**src/eifcr_pkg.sv**
```systemverilog
// package: register map, field layout and carriers of the flag block
//////////////////////////////////////////////////////////////////////
//////////////////////////////////////////////////////////////////////
package eifcr_pkg;

	localparam int unsigned WB_AW = 8;
	localparam int unsigned WB_DW = 32;

	// register byte offsets
	localparam logic [7:0] REG_FLAG = 8'h00;
	localparam logic [7:0] REG_CTRL = 8'h04;
	localparam logic [7:0] REG_IEN = 8'h08;
	localparam logic [7:0] REG_STAT = 8'h0C;
	localparam logic [7:0] REG_MASK = 8'h10;

	// external_irq_flag_clock_status fields
	localparam int unsigned FLG_FOUR = 6;
	localparam int unsigned FLG_THREE = 5;
	localparam int unsigned FLG_TWO = 4;
	localparam int unsigned FLG_READY = 3;
	localparam int unsigned FLG_RING_MODE = 2;
	localparam int unsigned FLG_RING_SEL = 1;

	// control fields
	localparam int unsigned CTL_MULT_EN = 0;
	localparam int unsigned CTL_DIV_LO = 1;
	localparam int unsigned CTL_DIV_HI = 2;
	localparam int unsigned CTL_MULT_SEL = 3;

	// source index inside enable and request vectors
	localparam int unsigned SRC_TWO = 0;
	localparam int unsigned SRC_THREE = 1;
	localparam int unsigned SRC_FOUR = 2;
	localparam int unsigned SRC_N = 3;

	// event status bits
	localparam int unsigned EV_READY = 0;
	localparam int unsigned EV_DIV_BLK = 1;
	localparam int unsigned EV_SEL_BLK = 2;
	localparam int unsigned EV_N = 3;

	// reset values
	localparam logic [2:0] RST_FLAGS = 3'h0;
	localparam logic [1:0] RST_DIV = 2'h0;
	localparam logic [2:0] RST_EVT = 3'h0;

	// warm-up length in core clocks
	localparam int unsigned WARMUP_COUNT = 65536;

	typedef enum logic [0:0] {
		WST_WARM = 1'b0,
		WST_READY = 1'b1
	} eifcr_warm_st_t;

	typedef struct packed {
		logic cyc;
		logic stb;
		logic we;
		logic [3:0] sel;
		logic [WB_AW-1:0] adr;
		logic [WB_DW-1:0] dat;
	} eifcr_wb_req_t;

	typedef struct packed {
		logic ack;
		logic [WB_DW-1:0] dat;
	} eifcr_wb_rsp_t;

	typedef struct packed {
		logic mult_en;
		logic [1:0] divider;
		logic mult_sel;
		logic ring_active;
	} eifcr_clk_ctl_t;

endpackage

```
**src/eifcr_edge_sync.sv**
```systemverilog
// module: pin synchroniser with single-cycle edge pulse
`timescale 1ns/1ns
module eifcr_edge_sync #(
	parameter bit RISING = 1'b1
) (
	// clock and reset
	input wire logic clk_i,
	input wire logic rst_i,
	// pin and pulse
	input wire logic pin_i,
	output logic edge_o
);

	// idle level avoids a false edge right after reset
	localparam bit IDLE = ~RISING;

	logic meta_reg, meta_next;
	logic sync_reg, sync_next;
	logic last_reg, last_next;
	logic edge_reg, edge_next;

	always_comb begin
		meta_next = pin_i;
		sync_next = meta_reg;
		last_next = sync_reg;
		if (RISING) begin
			edge_next = sync_reg & ~last_reg;
		end else begin
			edge_next = ~sync_reg & last_reg;
		end
	end

	always_ff @(posedge clk_i) begin
		if (rst_i) begin
			meta_reg <= IDLE;
			sync_reg <= IDLE;
			last_reg <= IDLE;
			edge_reg <= 1'b0;
		end else begin
			meta_reg <= meta_next;
			sync_reg <= sync_next;
			last_reg <= last_next;
			edge_reg <= edge_next;
		end
	end

	assign edge_o = edge_reg;

endmodule

```
**src/eifcr_top.sv**
```systemverilog
// module: external edge flags and clock-ready guard behind wishbone
`timescale 1ns/1ns
module eifcr_top #(
	parameter int unsigned WARMUP_CYCLES = eifcr_pkg::WARMUP_COUNT
) (
	// clock and reset
	input wire logic clk_i,
	input wire logic rst_i,
	// wishbone slave
	input wire eifcr_pkg::eifcr_wb_req_t wb_i,
	output eifcr_pkg::eifcr_wb_rsp_t wb_o,
	// interrupt pins and power state
	input wire logic irq_pin_two_i,
	input wire logic irq_pin_three_i,
	input wire logic irq_pin_four_i,
	input wire logic stop_exit_i,
	// requests, clock control, interrupt
	output logic [eifcr_pkg::SRC_N-1:0] irq_req_o,
	output eifcr_pkg::eifcr_clk_ctl_t clk_ctl_o,
	output logic clock_ready_o,
	output logic irq_o
);
	import eifcr_pkg::*;

	//////////////////////////////////////////////////////////////////
	// pin edges and warm-up

	logic [SRC_N-1:0] pin_edge;
	logic ready;
	logic restart;

	eifcr_edge_sync #(.RISING(1'b1)) u_edge_two (
		.clk_i(clk_i),
		.rst_i(rst_i),
		.pin_i(irq_pin_two_i),
		.edge_o(pin_edge[SRC_TWO])
	);

	eifcr_edge_sync #(.RISING(1'b0)) u_edge_three (
		.clk_i(clk_i),
		.rst_i(rst_i),
		.pin_i(irq_pin_three_i),
		.edge_o(pin_edge[SRC_THREE])
	);

	eifcr_edge_sync #(.RISING(1'b1)) u_edge_four (
		.clk_i(clk_i),
		.rst_i(rst_i),
		.pin_i(irq_pin_four_i),
		.edge_o(pin_edge[SRC_FOUR])
	);

	eifcr_warmup #(.CYCLES(WARMUP_CYCLES)) u_warmup (
		.clk_i(clk_i),
		.rst_i(rst_i),
		.restart_i(restart),
		.ready_o(ready)
	);

	//////////////////////////////////////////////////////////////////
	// bus decode

	logic ack_reg, ack_next;
	logic [WB_DW-1:0] dat_reg, dat_next;
	logic req, wr;
	logic wr_flag, wr_ctrl, wr_ien, wr_stat, wr_mask;
	logic [7:0] wbyte;
	logic [7:0] rbyte;

	// one answer per request; the gap after ack keeps it single
	assign req = wb_i.cyc & wb_i.stb & ~ack_reg;
	assign wr = req & wb_i.we & wb_i.sel[0];
	assign wbyte = wb_i.dat[7:0];
	assign wr_flag = wr & (wb_i.adr == REG_FLAG);
	assign wr_ctrl = wr & (wb_i.adr == REG_CTRL);
	assign wr_ien = wr & (wb_i.adr == REG_IEN);
	assign wr_stat = wr & (wb_i.adr == REG_STAT);
	assign wr_mask = wr & (wb_i.adr == REG_MASK);

	//////////////////////////////////////////////////////////////////
	// register state

	logic [SRC_N-1:0] flag_reg, flag_next;
	logic ring_sel_reg, ring_sel_next;
	logic ring_act_reg, ring_act_next;
	logic mult_en_reg, mult_en_next;
	logic [1:0] div_reg, div_next;
	logic mult_sel_reg, mult_sel_next;
	logic [SRC_N-1:0] ien_reg, ien_next;
	logic [SRC_N-1:0] ireq_reg, ireq_next;
	logic [EV_N-1:0] stat_reg, stat_next;
	logic [EV_N-1:0] mask_reg, mask_next;
	logic irq_reg, irq_next;
	logic ready_q_reg, ready_q_next;
	logic [EV_N-1:0] ev;
	logic [1:0] wdiv;

	assign wdiv = wbyte[CTL_DIV_HI:CTL_DIV_LO];
	// restart on stop exit or on a 0 to 1 write of the multiplier enable
	assign restart = stop_exit_i |
		(wr_ctrl & wbyte[CTL_MULT_EN] & ~mult_en_reg);

	always_comb begin
		ev = '0;
		// edge sets win over a clearing write in the same cycle
		flag_next = flag_reg;
		if (wr_flag) begin
			flag_next = {wbyte[FLG_FOUR], wbyte[FLG_THREE],
				wbyte[FLG_TWO]};
		end
		flag_next = flag_next | pin_edge;
		ring_sel_next = wr_flag ? wbyte[FLG_RING_SEL] : ring_sel_reg;
		ring_act_next = ring_sel_reg & ~ready;
		mult_en_next = wr_ctrl ? wbyte[CTL_MULT_EN] : mult_en_reg;
		div_next = div_reg;
		mult_sel_next = mult_sel_reg;
		if (wr_ctrl) begin
			if (ready) begin
				div_next = wdiv;
			end else if (wdiv != div_reg) begin
				ev[EV_DIV_BLK] = 1'b1;
			end
			if (ready) begin
				mult_sel_next = wbyte[CTL_MULT_SEL];
			end else if (wbyte[CTL_MULT_SEL]) begin
				ev[EV_SEL_BLK] = 1'b1;
			end
		end
		// an unwarmed multiplier must not stay the source
		if (!ready) begin
			mult_sel_next = 1'b0;
		end
		ien_next = wr_ien ? wbyte[SRC_N-1:0] : ien_reg;
		ireq_next = flag_reg & ien_reg;
		ready_q_next = ready;
		ev[EV_READY] = ready & ~ready_q_reg;
		stat_next = stat_reg;
		if (wr_stat) begin
			stat_next = stat_reg & ~wbyte[EV_N-1:0];
		end
		stat_next = stat_next | ev;
		mask_next = wr_mask ? wbyte[EV_N-1:0] : mask_reg;
		irq_next = |(stat_reg & mask_reg);
	end

	always_ff @(posedge clk_i) begin
		if (rst_i) begin
			flag_reg <= RST_FLAGS;
			ring_sel_reg <= 1'b0;
			ring_act_reg <= 1'b0;
			mult_en_reg <= 1'b0;
			div_reg <= RST_DIV;
			mult_sel_reg <= 1'b0;
			ien_reg <= RST_FLAGS;
			ireq_reg <= RST_FLAGS;
			stat_reg <= RST_EVT;
			mask_reg <= RST_EVT;
			irq_reg <= 1'b0;
			ready_q_reg <= 1'b0;
		end else begin
			flag_reg <= flag_next;
			ring_sel_reg <= ring_sel_next;
			ring_act_reg <= ring_act_next;
			mult_en_reg <= mult_en_next;
			div_reg <= div_next;
			mult_sel_reg <= mult_sel_next;
			ien_reg <= ien_next;
			ireq_reg <= ireq_next;
			stat_reg <= stat_next;
			mask_reg <= mask_next;
			irq_reg <= irq_next;
			ready_q_reg <= ready_q_next;
		end
	end

	//////////////////////////////////////////////////////////////////
	// read path and ack

	always_comb begin
		rbyte = 8'h00;
		case (wb_i.adr)
			REG_FLAG: begin
				rbyte[FLG_FOUR] = flag_reg[SRC_FOUR];
				rbyte[FLG_THREE] = flag_reg[SRC_THREE];
				rbyte[FLG_TWO] = flag_reg[SRC_TWO];
				rbyte[FLG_READY] = ready;
				rbyte[FLG_RING_MODE] = ring_act_reg;
				rbyte[FLG_RING_SEL] = ring_sel_reg;
			end
			REG_CTRL: begin
				rbyte[CTL_MULT_EN] = mult_en_reg;
				rbyte[CTL_DIV_HI:CTL_DIV_LO] = div_reg;
				rbyte[CTL_MULT_SEL] = mult_sel_reg;
			end
			REG_IEN: begin
				rbyte[SRC_N-1:0] = ien_reg;
			end
			REG_STAT: begin
				rbyte[EV_N-1:0] = stat_reg;
			end
			REG_MASK: begin
				rbyte[EV_N-1:0] = mask_reg;
			end
			default: begin
				rbyte = 8'h00;
			end
		endcase
		ack_next = req;
		dat_next = req ? {24'h000000, rbyte} : dat_reg;
	end

	always_ff @(posedge clk_i) begin
		if (rst_i) begin
			ack_reg <= 1'b0;
			dat_reg <= 32'h00000000;
		end else begin
			ack_reg <= ack_next;
			dat_reg <= dat_next;
		end
	end

	assign wb_o.ack = ack_reg;
	assign wb_o.dat = dat_reg;
	assign irq_req_o = ireq_reg;
	assign clk_ctl_o.mult_en = mult_en_reg;
	assign clk_ctl_o.divider = div_reg;
	assign clk_ctl_o.mult_sel = mult_sel_reg;
	assign clk_ctl_o.ring_active = ring_act_reg;
	assign clock_ready_o = ready;
	assign irq_o = irq_reg;

	//////////////////////////////////////////////////////////////////
	// checks

	// counts low cycles of the ready flag since the last restart
	int unsigned low_cnt_reg, low_cnt_next;

	always_comb begin
		low_cnt_next = (ready | restart) ? 0 : low_cnt_reg + 1;
	end

	always_ff @(posedge clk_i) begin
		if (rst_i) begin
			low_cnt_reg <= 0;
		end else begin
			low_cnt_reg <= low_cnt_next;
		end
	end
endmodule

```
**src/eifcr_warmup.sv**
```systemverilog
// module: warm-up counter behind the clock-ready flag
`timescale 1ns/1ns
module eifcr_warmup
	import eifcr_pkg::*;
#(
	parameter int unsigned CYCLES = 65536
) (
	// clock and reset
	input wire logic clk_i,
	input wire logic rst_i,
	// control and status
	input wire logic restart_i,
	output logic ready_o
);

	localparam int unsigned CW = $clog2(CYCLES);
	localparam logic [CW-1:0] LAST = CW'(CYCLES - 1);

	eifcr_warm_st_t st_reg, st_next;
	logic [CW-1:0] cnt_reg, cnt_next;
	logic ready_reg, ready_next;

	always_comb begin
		st_next = st_reg;
		cnt_next = cnt_reg;
		case (st_reg)
			WST_WARM: begin
				if (cnt_reg == LAST) begin
					st_next = WST_READY;
				end else begin
					cnt_next = cnt_reg + 1'b1;
				end
			end
			WST_READY: begin
				cnt_next = '0;
			end
			default: begin
				st_next = WST_WARM;
			end
		endcase
		if (restart_i) begin
			st_next = WST_WARM;
			cnt_next = '0;
		end
		ready_next = (st_next == WST_READY);
	end

	always_ff @(posedge clk_i) begin
		if (rst_i) begin
			st_reg <= WST_WARM;
			cnt_reg <= '0;
			ready_reg <= 1'b0;
		end else begin
			st_reg <= st_next;
			cnt_reg <= cnt_next;
			ready_reg <= ready_next;
		end
	end

	assign ready_o = ready_reg;

endmodule

```
**config.mk**
```make
export PLATFORM = sky130hd
export DESIGN_NAME = eifcr_top
export DESIGN_NICKNAME = d
export VERILOG_FILES = /design/src/eifcr_pkg.sv /design/src/eifcr_edge_sync.sv /design/src/eifcr_top.sv /design/src/eifcr_warmup.sv
export SDC_FILE = /design/constraint.sdc
export NUM_CORES = 1
export LEC_CHECK = 0
export BUFFER_PORTS_ARGS = -buffer_cell sky130_fd_sc_hd__buf_2
export CORE_ASPECT_RATIO = 0.7
export CORE_MARGIN = 10
export CORE_UTILIZATION = 40
export DETAILED_ROUTE_END_ITERATION = 10
export PLACE_DENSITY = 0.66
export REMOVE_ABC_BUFFERS = 1
export SETUP_SLACK_MARGIN = 0.5
export SYNTH_ARGS = -nofsm -noshare
export SYNTH_HDL_FRONTEND = slang
export SYNTH_SLANG_ARGS = --single-unit
```
**constraint.sdc**
```tcl
create_clock -name clk_i -period 4.9 [get_ports clk_i]
set_input_delay 0.245 -clock clk_i [delete_from_list [all_inputs] [get_ports clk_i]]
set_output_delay 0.245 -clock clk_i [all_outputs]
set_load 0.01 [all_outputs]
```
==> results.cfg, run 1 <==
[sta]
final.setup.tns_ps = 0
period_needed_ps = 2230
worst_pin_slew_ps = 875
finClkSkew_ps = 5.73
setup_viol = 0
hold_viol = 0
slew_viol_final = 0
period_share = 0.455
fmax_mhz = 449
rsz0062_at_grt = false
slew_headroom = 0.412
whs_ps = 99.1

[logic_synthesis]
synth_edf_count = 0
yosysTopAreaCellShare = 0.423
synthFlopType = dfxtp_1
yosysMostFrequentCell = dfxtp_1
syn_area_per_cell_um2 = 9.05
netlist_area_um2 = 2840
ys_types = 52
syn_inst = 314
synth_top_area_cell = dfxtp_1
ys_async_sr_fraction = 0
synth_common_cells = dfxtp_1 (60), a21oi_1 (29), buf_4 (29)
yosysWarnings = 0
ys_ff_latch = 60
synth.area.top_cells = dfxtp_1 (42%), buf_4 (7.7%), a21oi_1 (5.1%)
yosysSeqAreaShare = 0.423

[job]
max_cap_viol_count = 0

[cts]
cts_max_level = 3
clockBufferDepth = 2
cts_buffers = 9
cts_hold_buf = 0
cts_tree = done
clockRootBuffer = clkbuf_8
cts_resized = 0
cts_sinks = 60
clkTransAtPathRegs_ps = 70
post_cts_buffers = 0
clock_latency_ps = 330

[setup_path]
worstRegToRegCells = 4
worstPathCellList = and3b_1 -> nand4_2 -> o31ai_4 -> nor3_1
end_kind = flop
critPathKind = reg -> reg
crit_path_start_kind = flop
worst_ep_required_time_ps = 5090
path_max_fanout = 16
cp_num_cells = 4
crit_buf_inv = 0
slowest_stage = o31ai_4
cp.arrival_ps = 2410
crit_path_max_incr_delay_ps = 790
crit_family = simple AND/OR/NAND/NOR gates

[finish]
largest_register_ffs = 16
postLayoutCoreUtil = 0.465
area.sequential_um2 = 1200
multi_input_area_um2 = 1410
nets = 399
fillers = 694
synthToLayoutAreaGrowth_pct = 11.6
drive_above_1_share = 0.226
diodes = 0

[worst_hold_path]
holdPathStages = 2
min_path_type = in -> reg

[global_route]
grt_pass1_wl_um = 10900
grt_max_degree = 42
grt_pass1_vias = 2269
antenna_found_initial = 0
grt.total_usage = 0.121
grt-ovfl-total = 0

[floorplanning]
die-area_um2 = 10900
io_pins = 96
core-area_um2 = 6820
rows = 25
start_util = 0.417
die_w_um = 121
die_y_um = 90.5

[detailed_routing]
drt_pass1_iterations = 4
viasPerCell = 5.21
routed_wl_um = 6590
vias = 2315
drtIter0Drc = 164
ant_nets = 0
drc = 0
wl_per_cell_um = 14.8

[pwr]
ir_worst_vdd_mv = 0.164
clock_power_share = 0.466
power_density_nw_per_um2 = 330
p_sw_mw = 0.234
p_int_mw = 0.811
seqPwrFrac = 0.477
p_leak_nw = 1.22
switching_share = 0.224
pwr-share-comb = 0.058
total_power_mw = 1.05

[placement]
dp_hpwl_um = 4790
portBuffers = 42
gp_congestion = 0.879

[run_status]
outcome = finished, final reports clean
[final timing paths]
| kind | start | endpoint | slack [ps] |
|---|---|---|---|
| hold reg to reg | u_edge_two.last_reg$_SDFF_PP0_ | u_edge_two.edge_o$_SDFF_PP0_ | 380 |
| setup reg to reg | ack_reg$_SDFF_PP0_ | u_warmup.cnt_reg[13]$_SDFFE_PP0P_ | 2670 |
| setup / recovery | ack_reg$_SDFF_PP0_ | u_warmup.cnt_reg[13]$_SDFFE_PP0P_ | 2670 |
| hold / removal | stop_exit_i | u_warmup.st_reg$_SDFF_PP0_ | 100 |
[worst register-to-register path: stages, from the launching register on]
cell and delay, ps:
dfxtp_1 320, and3b_1 420, nand4_2 400, o31ai_4 790, nor3_1 140
[through the flow]
step           setup slack [ps]  area, µm²  cells
6_report                   2670       3170    444
5_1_grt                    2470       3170    444
3_5_place_dp               2670       2950    428
4_1_cts                    2670       3170    444
2_1_floorplan              3140       2630    292
3_3_place_gp               2700       2950    428
[cells in the final DEF, fill, tap and decap left out, types with 3 or more instances in the layout]
cell / n
nor2_1: 19
conb_1: 25
or2_2: 4
or4_1: 3
a31oi_1: 4
and2_1: 5
a221oi_1: 3
a41oi_1: 3
clkinv_2: 3
or3_2: 5
nand2_1: 12
nand2b_1: 6
clkbuf_8: 10
nand3_1: 14
nand4b_1: 3
o21ai_0: 19
dfxtp_1: 60
o31ai_1: 4
a21oi_1: 29
nand4_1: 8
nor2b_1: 11
and3_1: 3
inv_1: 4
and4_1: 6
nor3_1: 12
buf_2: 42
[cells by family (layout without fill, tap and decap cells)]
family / Yosys count / after routing / share of synthesized area
simple gates: 121 / 121 / 0.262
buf+inv: 50 / 62 / 0.112
compound gates: 73 / 73 / 0.161
fa+ha+maj: 1 / 1 / 0.00440
flops: 60 / 60 / 0.423
other cells: 1 / 25 / 0.00132
mux: 5 / 5 / 0.0269
xor+xnor: 3 / 3 / 0.00925
[per-layer routing]
| layer | up-vias | wire [µm] | global-route usage |
|---|---|---|---|
| li1 | 1154 | - | - |
| met1 | 1068 | 3090 | 0.154 |
| met2 | 86 | 2800 | 0.175 |
| met3 | 7 | 602 | 0.0525 |
| met4 | 0 | 93 | 0.0461 |
| met5 | - | 0 | 0 |
[power by group through the flow]
stage	combinational (mW)	sequential, mW	clock [mW]
floorplan	0.0298	0.509	0
global placement	0.0589	0.509	0
detailed placement	0.0590	0.509	0
CTS	0.0592	0.498	0.504
global route	0.0674	0.499	0.525
finish	0.0603	0.499	0.487
[layout make-up]
class | instances | share of cell area
Clock buffer | 11 | 0.0446
Multi-Input combinational cell | 228 | 0.445
Clock inverter | 5 | 0.0237
Sequential cell | 60 | 0.379
Timing Repair Buffer | 42 | 0.0663
Inverter | 4 | 0.00474
Tap cell | 94 | 0.0371
(Power assumes the default switching activity.)
==> inputs of run 2 (changes only) <==
--- a/config.mk
+++ b/config.mk
@@ -10,7 +10,7 @@
 export CORE_MARGIN = 10
 export CORE_UTILIZATION = 40
 export DETAILED_ROUTE_END_ITERATION = 10
-export PLACE_DENSITY = 0.66
+export PLACE_DENSITY = 0.68
 export REMOVE_ABC_BUFFERS = 1
 export SETUP_SLACK_MARGIN = 0.5
 export SYNTH_ARGS = -nofsm -noshare
==> constraint.sdc (replaced) <==
create_clock -name clk_i -period 1.8 [get_ports clk_i]
set_input_delay 0.09 -clock clk_i [delete_from_list [all_inputs] [get_ports clk_i]]
set_output_delay 0.09 -clock clk_i [all_outputs]
set_load 0.01 [all_outputs]
==> run 2 against run 1 <==
  * Wire length increased by 26%
  * Die area unchanged
  * Cell area increased by 20%
  * Non-clock buffer count increased by 33
  * Worst setup slack got worse by 2300 ps
  * Power increased to 3.0 times the previous value
  * Flip-flop and latch count unchanged
  * Global-route usage increased by 1.7 points
  * Critical path type unchanged
  * Largest power group is now the clock network
  * Highest routed layer unchanged
==> results.cfg, run 2 (synthesis gave the netlist of run 1 again) <==
[finish]
fillers = 611
multi_input_area_um2 = 1630
diodes = 0
layout_commonest_cell = dfxtp_1
area.sequential_um2 = 1240
layout_common_cells = dfxtp_1 (44), buf_2 (42), conb_1 (25)
nets = 432
drive_above_1_share = 0.439
synthToLayoutAreaGrowth_pct = 33.7
largest_register_ffs = 16

[run_status]
outcome = finished, final reports clean

[sta]
fmax_mhz = 683
period_share = 0.814
hold_viol = 0
rsz0062_at_grt = true
worst_pin_slew_ps = 509
slew_viol_final = 0
final.setup.tns_ps = 0
slew_headroom = 0.660
setup_viol = 0
period_needed_ps = 1460
finClkSkew_ps = 7.00

[cts]
cts_sinks = 60
clockBufferDepth = 2
cts_tree = done
clock_latency_ps = 340
cts_max_level = 3
clockRootBuffer = clkbuf_8
clkTransAtPathRegs_ps = 70
cts_buffers = 9

[detailed_routing]
drt_pass1_iterations = 5
routed_wl_um = 8290
ant_nets = 0
wl_per_cell_um = 17.4
drtIter0Drc = 192
drc = 0
vias = 2536
viasPerCell = 5.32

[placement]
portBuffers = 42
dp_hpwl_um = 5130
gp_congestion = 0.845

[setup_path]
r2r_setup_slack_ps = 340
critPathKind = reg -> reg
worstPathCellList = and3_4 -> nand3_2 -> or4_4 -> a21oi_1
r2r-end = u_warmup.cnt_reg[8]$_SDFFE_PP0P_
cp-startpoint = u_warmup.cnt_reg[2]$_SDFFE_PP0P_
cp.arrival_ps = 1730
crit_path_max_incr_delay_ps = 510
reg2reg_from = u_warmup.cnt_reg[2]$_SDFFE_PP0P_
cp_num_cells = 4
worstRegToRegCells = 4
crit_family = simple AND/OR/NAND/NOR gates
worst_ep_required_time_ps = 2070
crit_path_start_kind = flop
end_kind = flop
path_max_fanout = 7
crit_buf_inv = 0
worstSetupEndpoint = u_warmup.cnt_reg[8]$_SDFFE_PP0P_
slowest_stage = or4_4

[global_route]
grt_pass1_vias = 2411
grt_pass1_wl_um = 12200
antenna_found_initial = 0
grt.total_usage = 0.138
grt-ovfl-total = 0
grt_max_degree = 41

[floorplanning]
io_pins = 96
core-area_um2 = 6820
die_w_um = 121
die-area_um2 = 10900
rows = 25
die_y_um = 90.5
start_util = 0.417

[worst_hold_path]
min_path_type = in -> reg
min_from = wb_i[3]

[pwr]
p_leak_nw = 1.46
ir_worst_vdd_mv = 0.355
power_density_nw_per_um2 = 814
total_power_mw = 3.09

[job]
max_cap_viol_count = 0
## run 2: cell types whose count changed in the layout (fill, tap and decap cells not counted), moves of 7 or more
cell / delta
buf_4: +17
dfxtp_1: -16
o21ai_0: -13
a21oi_1: -12
a21oi_2: +12
buf_6: +9
dfxtp_4: +9
o21ai_1: +9
dfxtp_2: +7
nand3_1: -7
nand3_2: +7
## run 2: how the worst min path moves through the flow
stage,end,slack (ps),depth (start not counted)
final,mult_sel_reg$_SDFFE_PP0N_,20,3
after global routing,stat_reg[2]$_SDFF_PP0_,20,2
after CTS,mult_sel_reg$_SDFFE_PP0N_,6,3
after detailed placement,u_edge_three.meta_reg$_SDFF_PP1_,280,2
after global placement,u_edge_three.meta_reg$_SDFF_PP1_,280,2
after floorplan,dat_reg[4]$_SDFFE_PP0N_,160,1
## run 2: layout make-up
class,count,area share
Multi-Input combinational cell,228,0.430
Tap cell,94,0.0310
Sequential cell,60,0.328
Clock inverter,4,0.0250
Timing Repair Buffer,75,0.142
Clock buffer,12,0.0409
Inverter,4,0.00395
## run 2: worst reg2reg max path: stages, from the launching register on
cell and delay, ps:
dfxtp_4 390, and3_4 190, nand3_2 130, or4_4 510, a21oi_1 160
## run 2: repair_timing
action | in CTS | in global routing
cloned | 2 | 1
endpoints found under the hold margin | 4 | 0
pin swaps | 30 | 9
setup endpoints to repair | 32 | 38
hold buffers | 4 | 0
buffers inserted | 10 | 3
resized for setup | 59 | 43
## run 2: metrics by stage
step | worst slack, ps | instance area (µm²) | util | cells | hold WS, ps
2_1_floorplan | 40.7 | 2630 | - | 292 | 159
3_3_place_gp | 202 | 3060 | 0.449 | 441 | 277
3_5_place_dp | 175 | 3060 | 0.449 | 441 | 278
4_1_cts | 380 | 3630 | 0.533 | 473 | 6.50
5_1_grt | 261 | 3800 | 0.557 | 477 | 23.7
6_report | 335 | 3800 | 0.557 | 477 | 23.1
## run 2: power by group
group          total, mW  switching, mW  internal [mW]
sequential          1.34        0.00900           1.33
combinational      0.223          0.141         0.0815
clock               1.53          0.533          0.994
total               3.09          0.683           2.41
## run 2: metal layers
metal | track usage | vias to the layer above | part of all wire
met5 | 0 | - | 0
met2 | 0.208 | 91 | 0.47
met4 | 0.0371 | 0 | 0.012
met3 | 0.0575 | 9 | 0.071
met1 | 0.175 | 1220 | 0.45
li1 | - | 1216 | -
==> inputs of run 3 (changes only) <==
--- a/config.mk
+++ b/config.mk
@@ -5,6 +5,7 @@
 export SDC_FILE = /design/constraint.sdc
 export NUM_CORES = 1
 export LEC_CHECK = 0
+export ABC_AREA = 1
 export BUFFER_PORTS_ARGS = -buffer_cell sky130_fd_sc_hd__buf_2
 export CORE_ASPECT_RATIO = 0.7
 export CORE_MARGIN = 10
==> constraint.sdc (replaced) <==
create_clock -name clk_i -period 1.2 [get_ports clk_i]
set_input_delay 0.06 -clock clk_i [delete_from_list [all_inputs] [get_ports clk_i]]
set_output_delay 0.06 -clock clk_i [all_outputs]
set_load 0.01 [all_outputs]
==> run 3 against run 2 <==
  * Synthesized cell count grew 27%
  * Synthesized area grew 0.62%
  * The run now ends with hold timing, setup timing left
  * Worst setup slack lost 530 ps
  * Flip-flop and latch count is the same
  * Largest cell class unchanged
  * Cell area grew 15%
==> results.cfg, run 3 <==
[sta]
hold_viol = 1
period_share = 1.16
rsz0062_at_grt = true
worst_pin_slew_ps = 598
setup_viol = 32
whs_ps = -98.2
finClkSkew_ps = 8.25
setup_ws_ps = -197
fmax_mhz = 716
slew_headroom = 0.600
slew_viol_final = 0
period_needed_ps = 1400

[logic_synthesis]
yosysTopAreaCellShare = 0.420
yosysSeqAreaShare = 0.420
syn_inst = 400
syn_area_per_cell_um2 = 7.14
ys_ff_latch = 60
synthFlopType = dfxtp_1
synth_edf_count = 0
yosysMostFrequentCell = nand2_1
ys_async_sr_fraction = 0
synth_top_area_cell = dfxtp_1
netlist_area_um2 = 2860
synth.area.top_cells = dfxtp_1 (42%), nand2_1 (10%), nand3_1 (8.4%)
synth_common_cells = nand2_1 (78), dfxtp_1 (60), nor2_1 (58)
yosysWarnings = 0
ys_types = 28

[cts]
clockRootBuffer = clkbuf_8
cts_sinks = 60
clockBufferDepth = 2
clkTransAtPathRegs_ps = 70
cts_buffers = 9
cts_max_level = 3
clock_latency_ps = 340
cts_hold_buf = 3
cts_tree = done

[pwr]
clock_power_share = 0.431
switching_share = 0.256
p_sw_mw = 1.10
total_power_mw = 4.31
p_int_mw = 3.21
pwr-share-comb = 0.094
p_leak_nw = 1.86
seqPwrFrac = 0.475
ir_worst_vdd_mv = 0.744
power_density_nw_per_um2 = 989

[global_route]
grt_util_met1 = 0.192
grt_max_degree = 19
top_usage_layer = met2
gr-usage-met2 = 0.234
grt_pass1_vias = 2834
grt_util_met3 = 0.0375
grt_pass1_wl_um = 13500
grt.total_usage = 0.149
antenna_found_initial = 0
grt-ovfl-total = 0

[job]
max_cap_viol_count = 0

[detailed_routing]
wl_per_cell_um = 15.7
ant_nets = 0
drtIter0Drc = 212
viasPerCell = 4.97
routed_wl_um = 9580
drt_pass1_iterations = 5
vias = 3035
drc = 0

[setup_path]
r2r_setup_slack_ps = -200
end_kind = flop
crit_buf_inv = 3
worstRegToRegCells = 8
path_max_fanout = 8
worst_ep_required_time_ps = 1470
cp_num_cells = 8
crit_path_start_kind = flop
crit_family = simple AND/OR/NAND/NOR gates
reg2reg_from = ack_reg$_SDFF_PP0_
worstSetupEndpoint = mult_en_reg$_SDFFE_PP0N_
r2r-end = mult_en_reg$_SDFFE_PP0N_
cp.arrival_ps = 1670
slowest_stage = dfxtp_2
crit_path_max_incr_delay_ps = 330
critPathKind = reg -> reg
cpMostUsedCell = nor2_4
worstPathCellList = inv_2 -> nand3_4 -> nor2_4 -> buf_6 -> inv_4 -> nor2_4 -> nand2_1 -> a21oi_2
cp-startpoint = ack_reg$_SDFF_PP0_

[floorplanning]
die_w_um = 121
io_pins = 96
core-area_um2 = 6850
die_y_um = 90.7
start_util = 0.417
rows = 25
die-area_um2 = 11000

[placement]
dp_slack_ps = -226
gp_congestion = 0.870
portBuffers = 42
dp_hpwl_um = 5650

[finish]
nets = 566
synthToLayoutAreaGrowth_pct = 52.6
diodes = 0
largest_register_ffs = 16
layout_commonest_cell = nand2_1
drive_above_1_share = 0.511
layout_common_cells = nand2_1 (62), buf_4 (53), nor2_1 (41)

[worst_hold_path]
min_path_type = in -> reg

[run_status]
outcome = finished with violations
violations = hold timing, setup timing
-- run 3: cell count changes in the layout (fill, tap and decap cells not counted), sizes merged, moves of 11 or more --
cell and delta:
inv +36, nor2 +48, nand2 +69, buf +40, nor2b -11, nand3 +37
-- run 3: layout make-up --
type | count | area (µm²)
multi-input cells | 287 | 1720
clock inverters | 6 | 63.8
well taps | 94 | 118
fillers | 541 | 2490
inverters | 41 | 169
clock buffers | 10 | 138
flip-flops and latches | 60 | 1250
repair buffers | 113 | 903
-- run 3: cell families (layout without fill, tap and decap cells) --
| group | Yosys count | after routing | synth area share |
|---|---|---|---|
| buffers and inverters | 78 | 170 | 0.145 |
| other | 1 | 25 | 0.00131 |
| adders and majority gates | 1 | 1 | 0.00438 |
| DFF | 60 | 60 | 0.420 |
| and+or+nand+nor | 220 | 221 | 0.351 |
| xor gates and xnor gates | 3 | 3 | 0.00920 |
| AOI/OAI and AO/OA | 37 | 37 | 0.0683 |
-- run 3: how the worst min path moves through the flow --
stage,from,end,slack [ps],cells after the start
floorplan,rst_i,div_reg[0]$_SDFFE_PP0P_,130,1
global placement,irq_pin_three_i,u_edge_three.meta_reg$_SDFF_PP1_,240,2
detailed placement,irq_pin_three_i,u_edge_three.meta_reg$_SDFF_PP1_,250,2
CTS,irq_pin_three_i,u_edge_three.meta_reg$_SDFF_PP1_,-110,2
global route,irq_pin_three_i,u_edge_three.meta_reg$_SDFF_PP1_,-110,2
finish,irq_pin_three_i,u_edge_three.meta_reg$_SDFF_PP1_,-100,2
-- run 3: routing by layer --
metal,share of wire,vias up
met3,0.086,22
met4,0.027,0
met1,0.41,1434
met5,0,-
met2,0.48,138
li1,-,1441
-- run 3: through the flow --
step            util  std cells  hold slack, ps  setup TNS, ps  cell area [µm²]
6_report       0.637        611           -98.2          -2870             4360
5_1_grt        0.637        611            -109          -4680             4360
4_1_cts        0.593        602            -113          -1030             4060
3_5_place_dp   0.496        574             249          -3720             3400
3_3_place_gp   0.496        574             244          -2540             3400
2_1_floorplan      -        387             129          -3900             2690
-- run 3: power groups by stage --
| stage | clock network, mW | registers [mW] | logic, mW |
|---|---|---|---|
| detailed placement | 0 | 2.09 | 0.282 |
| global route | 1.97 | 2.05 | 0.439 |
| global placement | 0 | 2.08 | 0.276 |
| CTS | 1.88 | 2.05 | 0.354 |
| finish | 1.86 | 2.05 | 0.406 |
| floorplan | 0 | 2.09 | 0.134 |
-- run 3: what timing repair did --
action / 4_1_cts / 5_1_grt
pin swaps: 31 / 40
hold endpoints to repair: 5 / 1
setup buffers: 7 / 9
cloned: 2 / 0
endpoints found under the setup margin: 63 / 63
resized for setup: 102 / 74
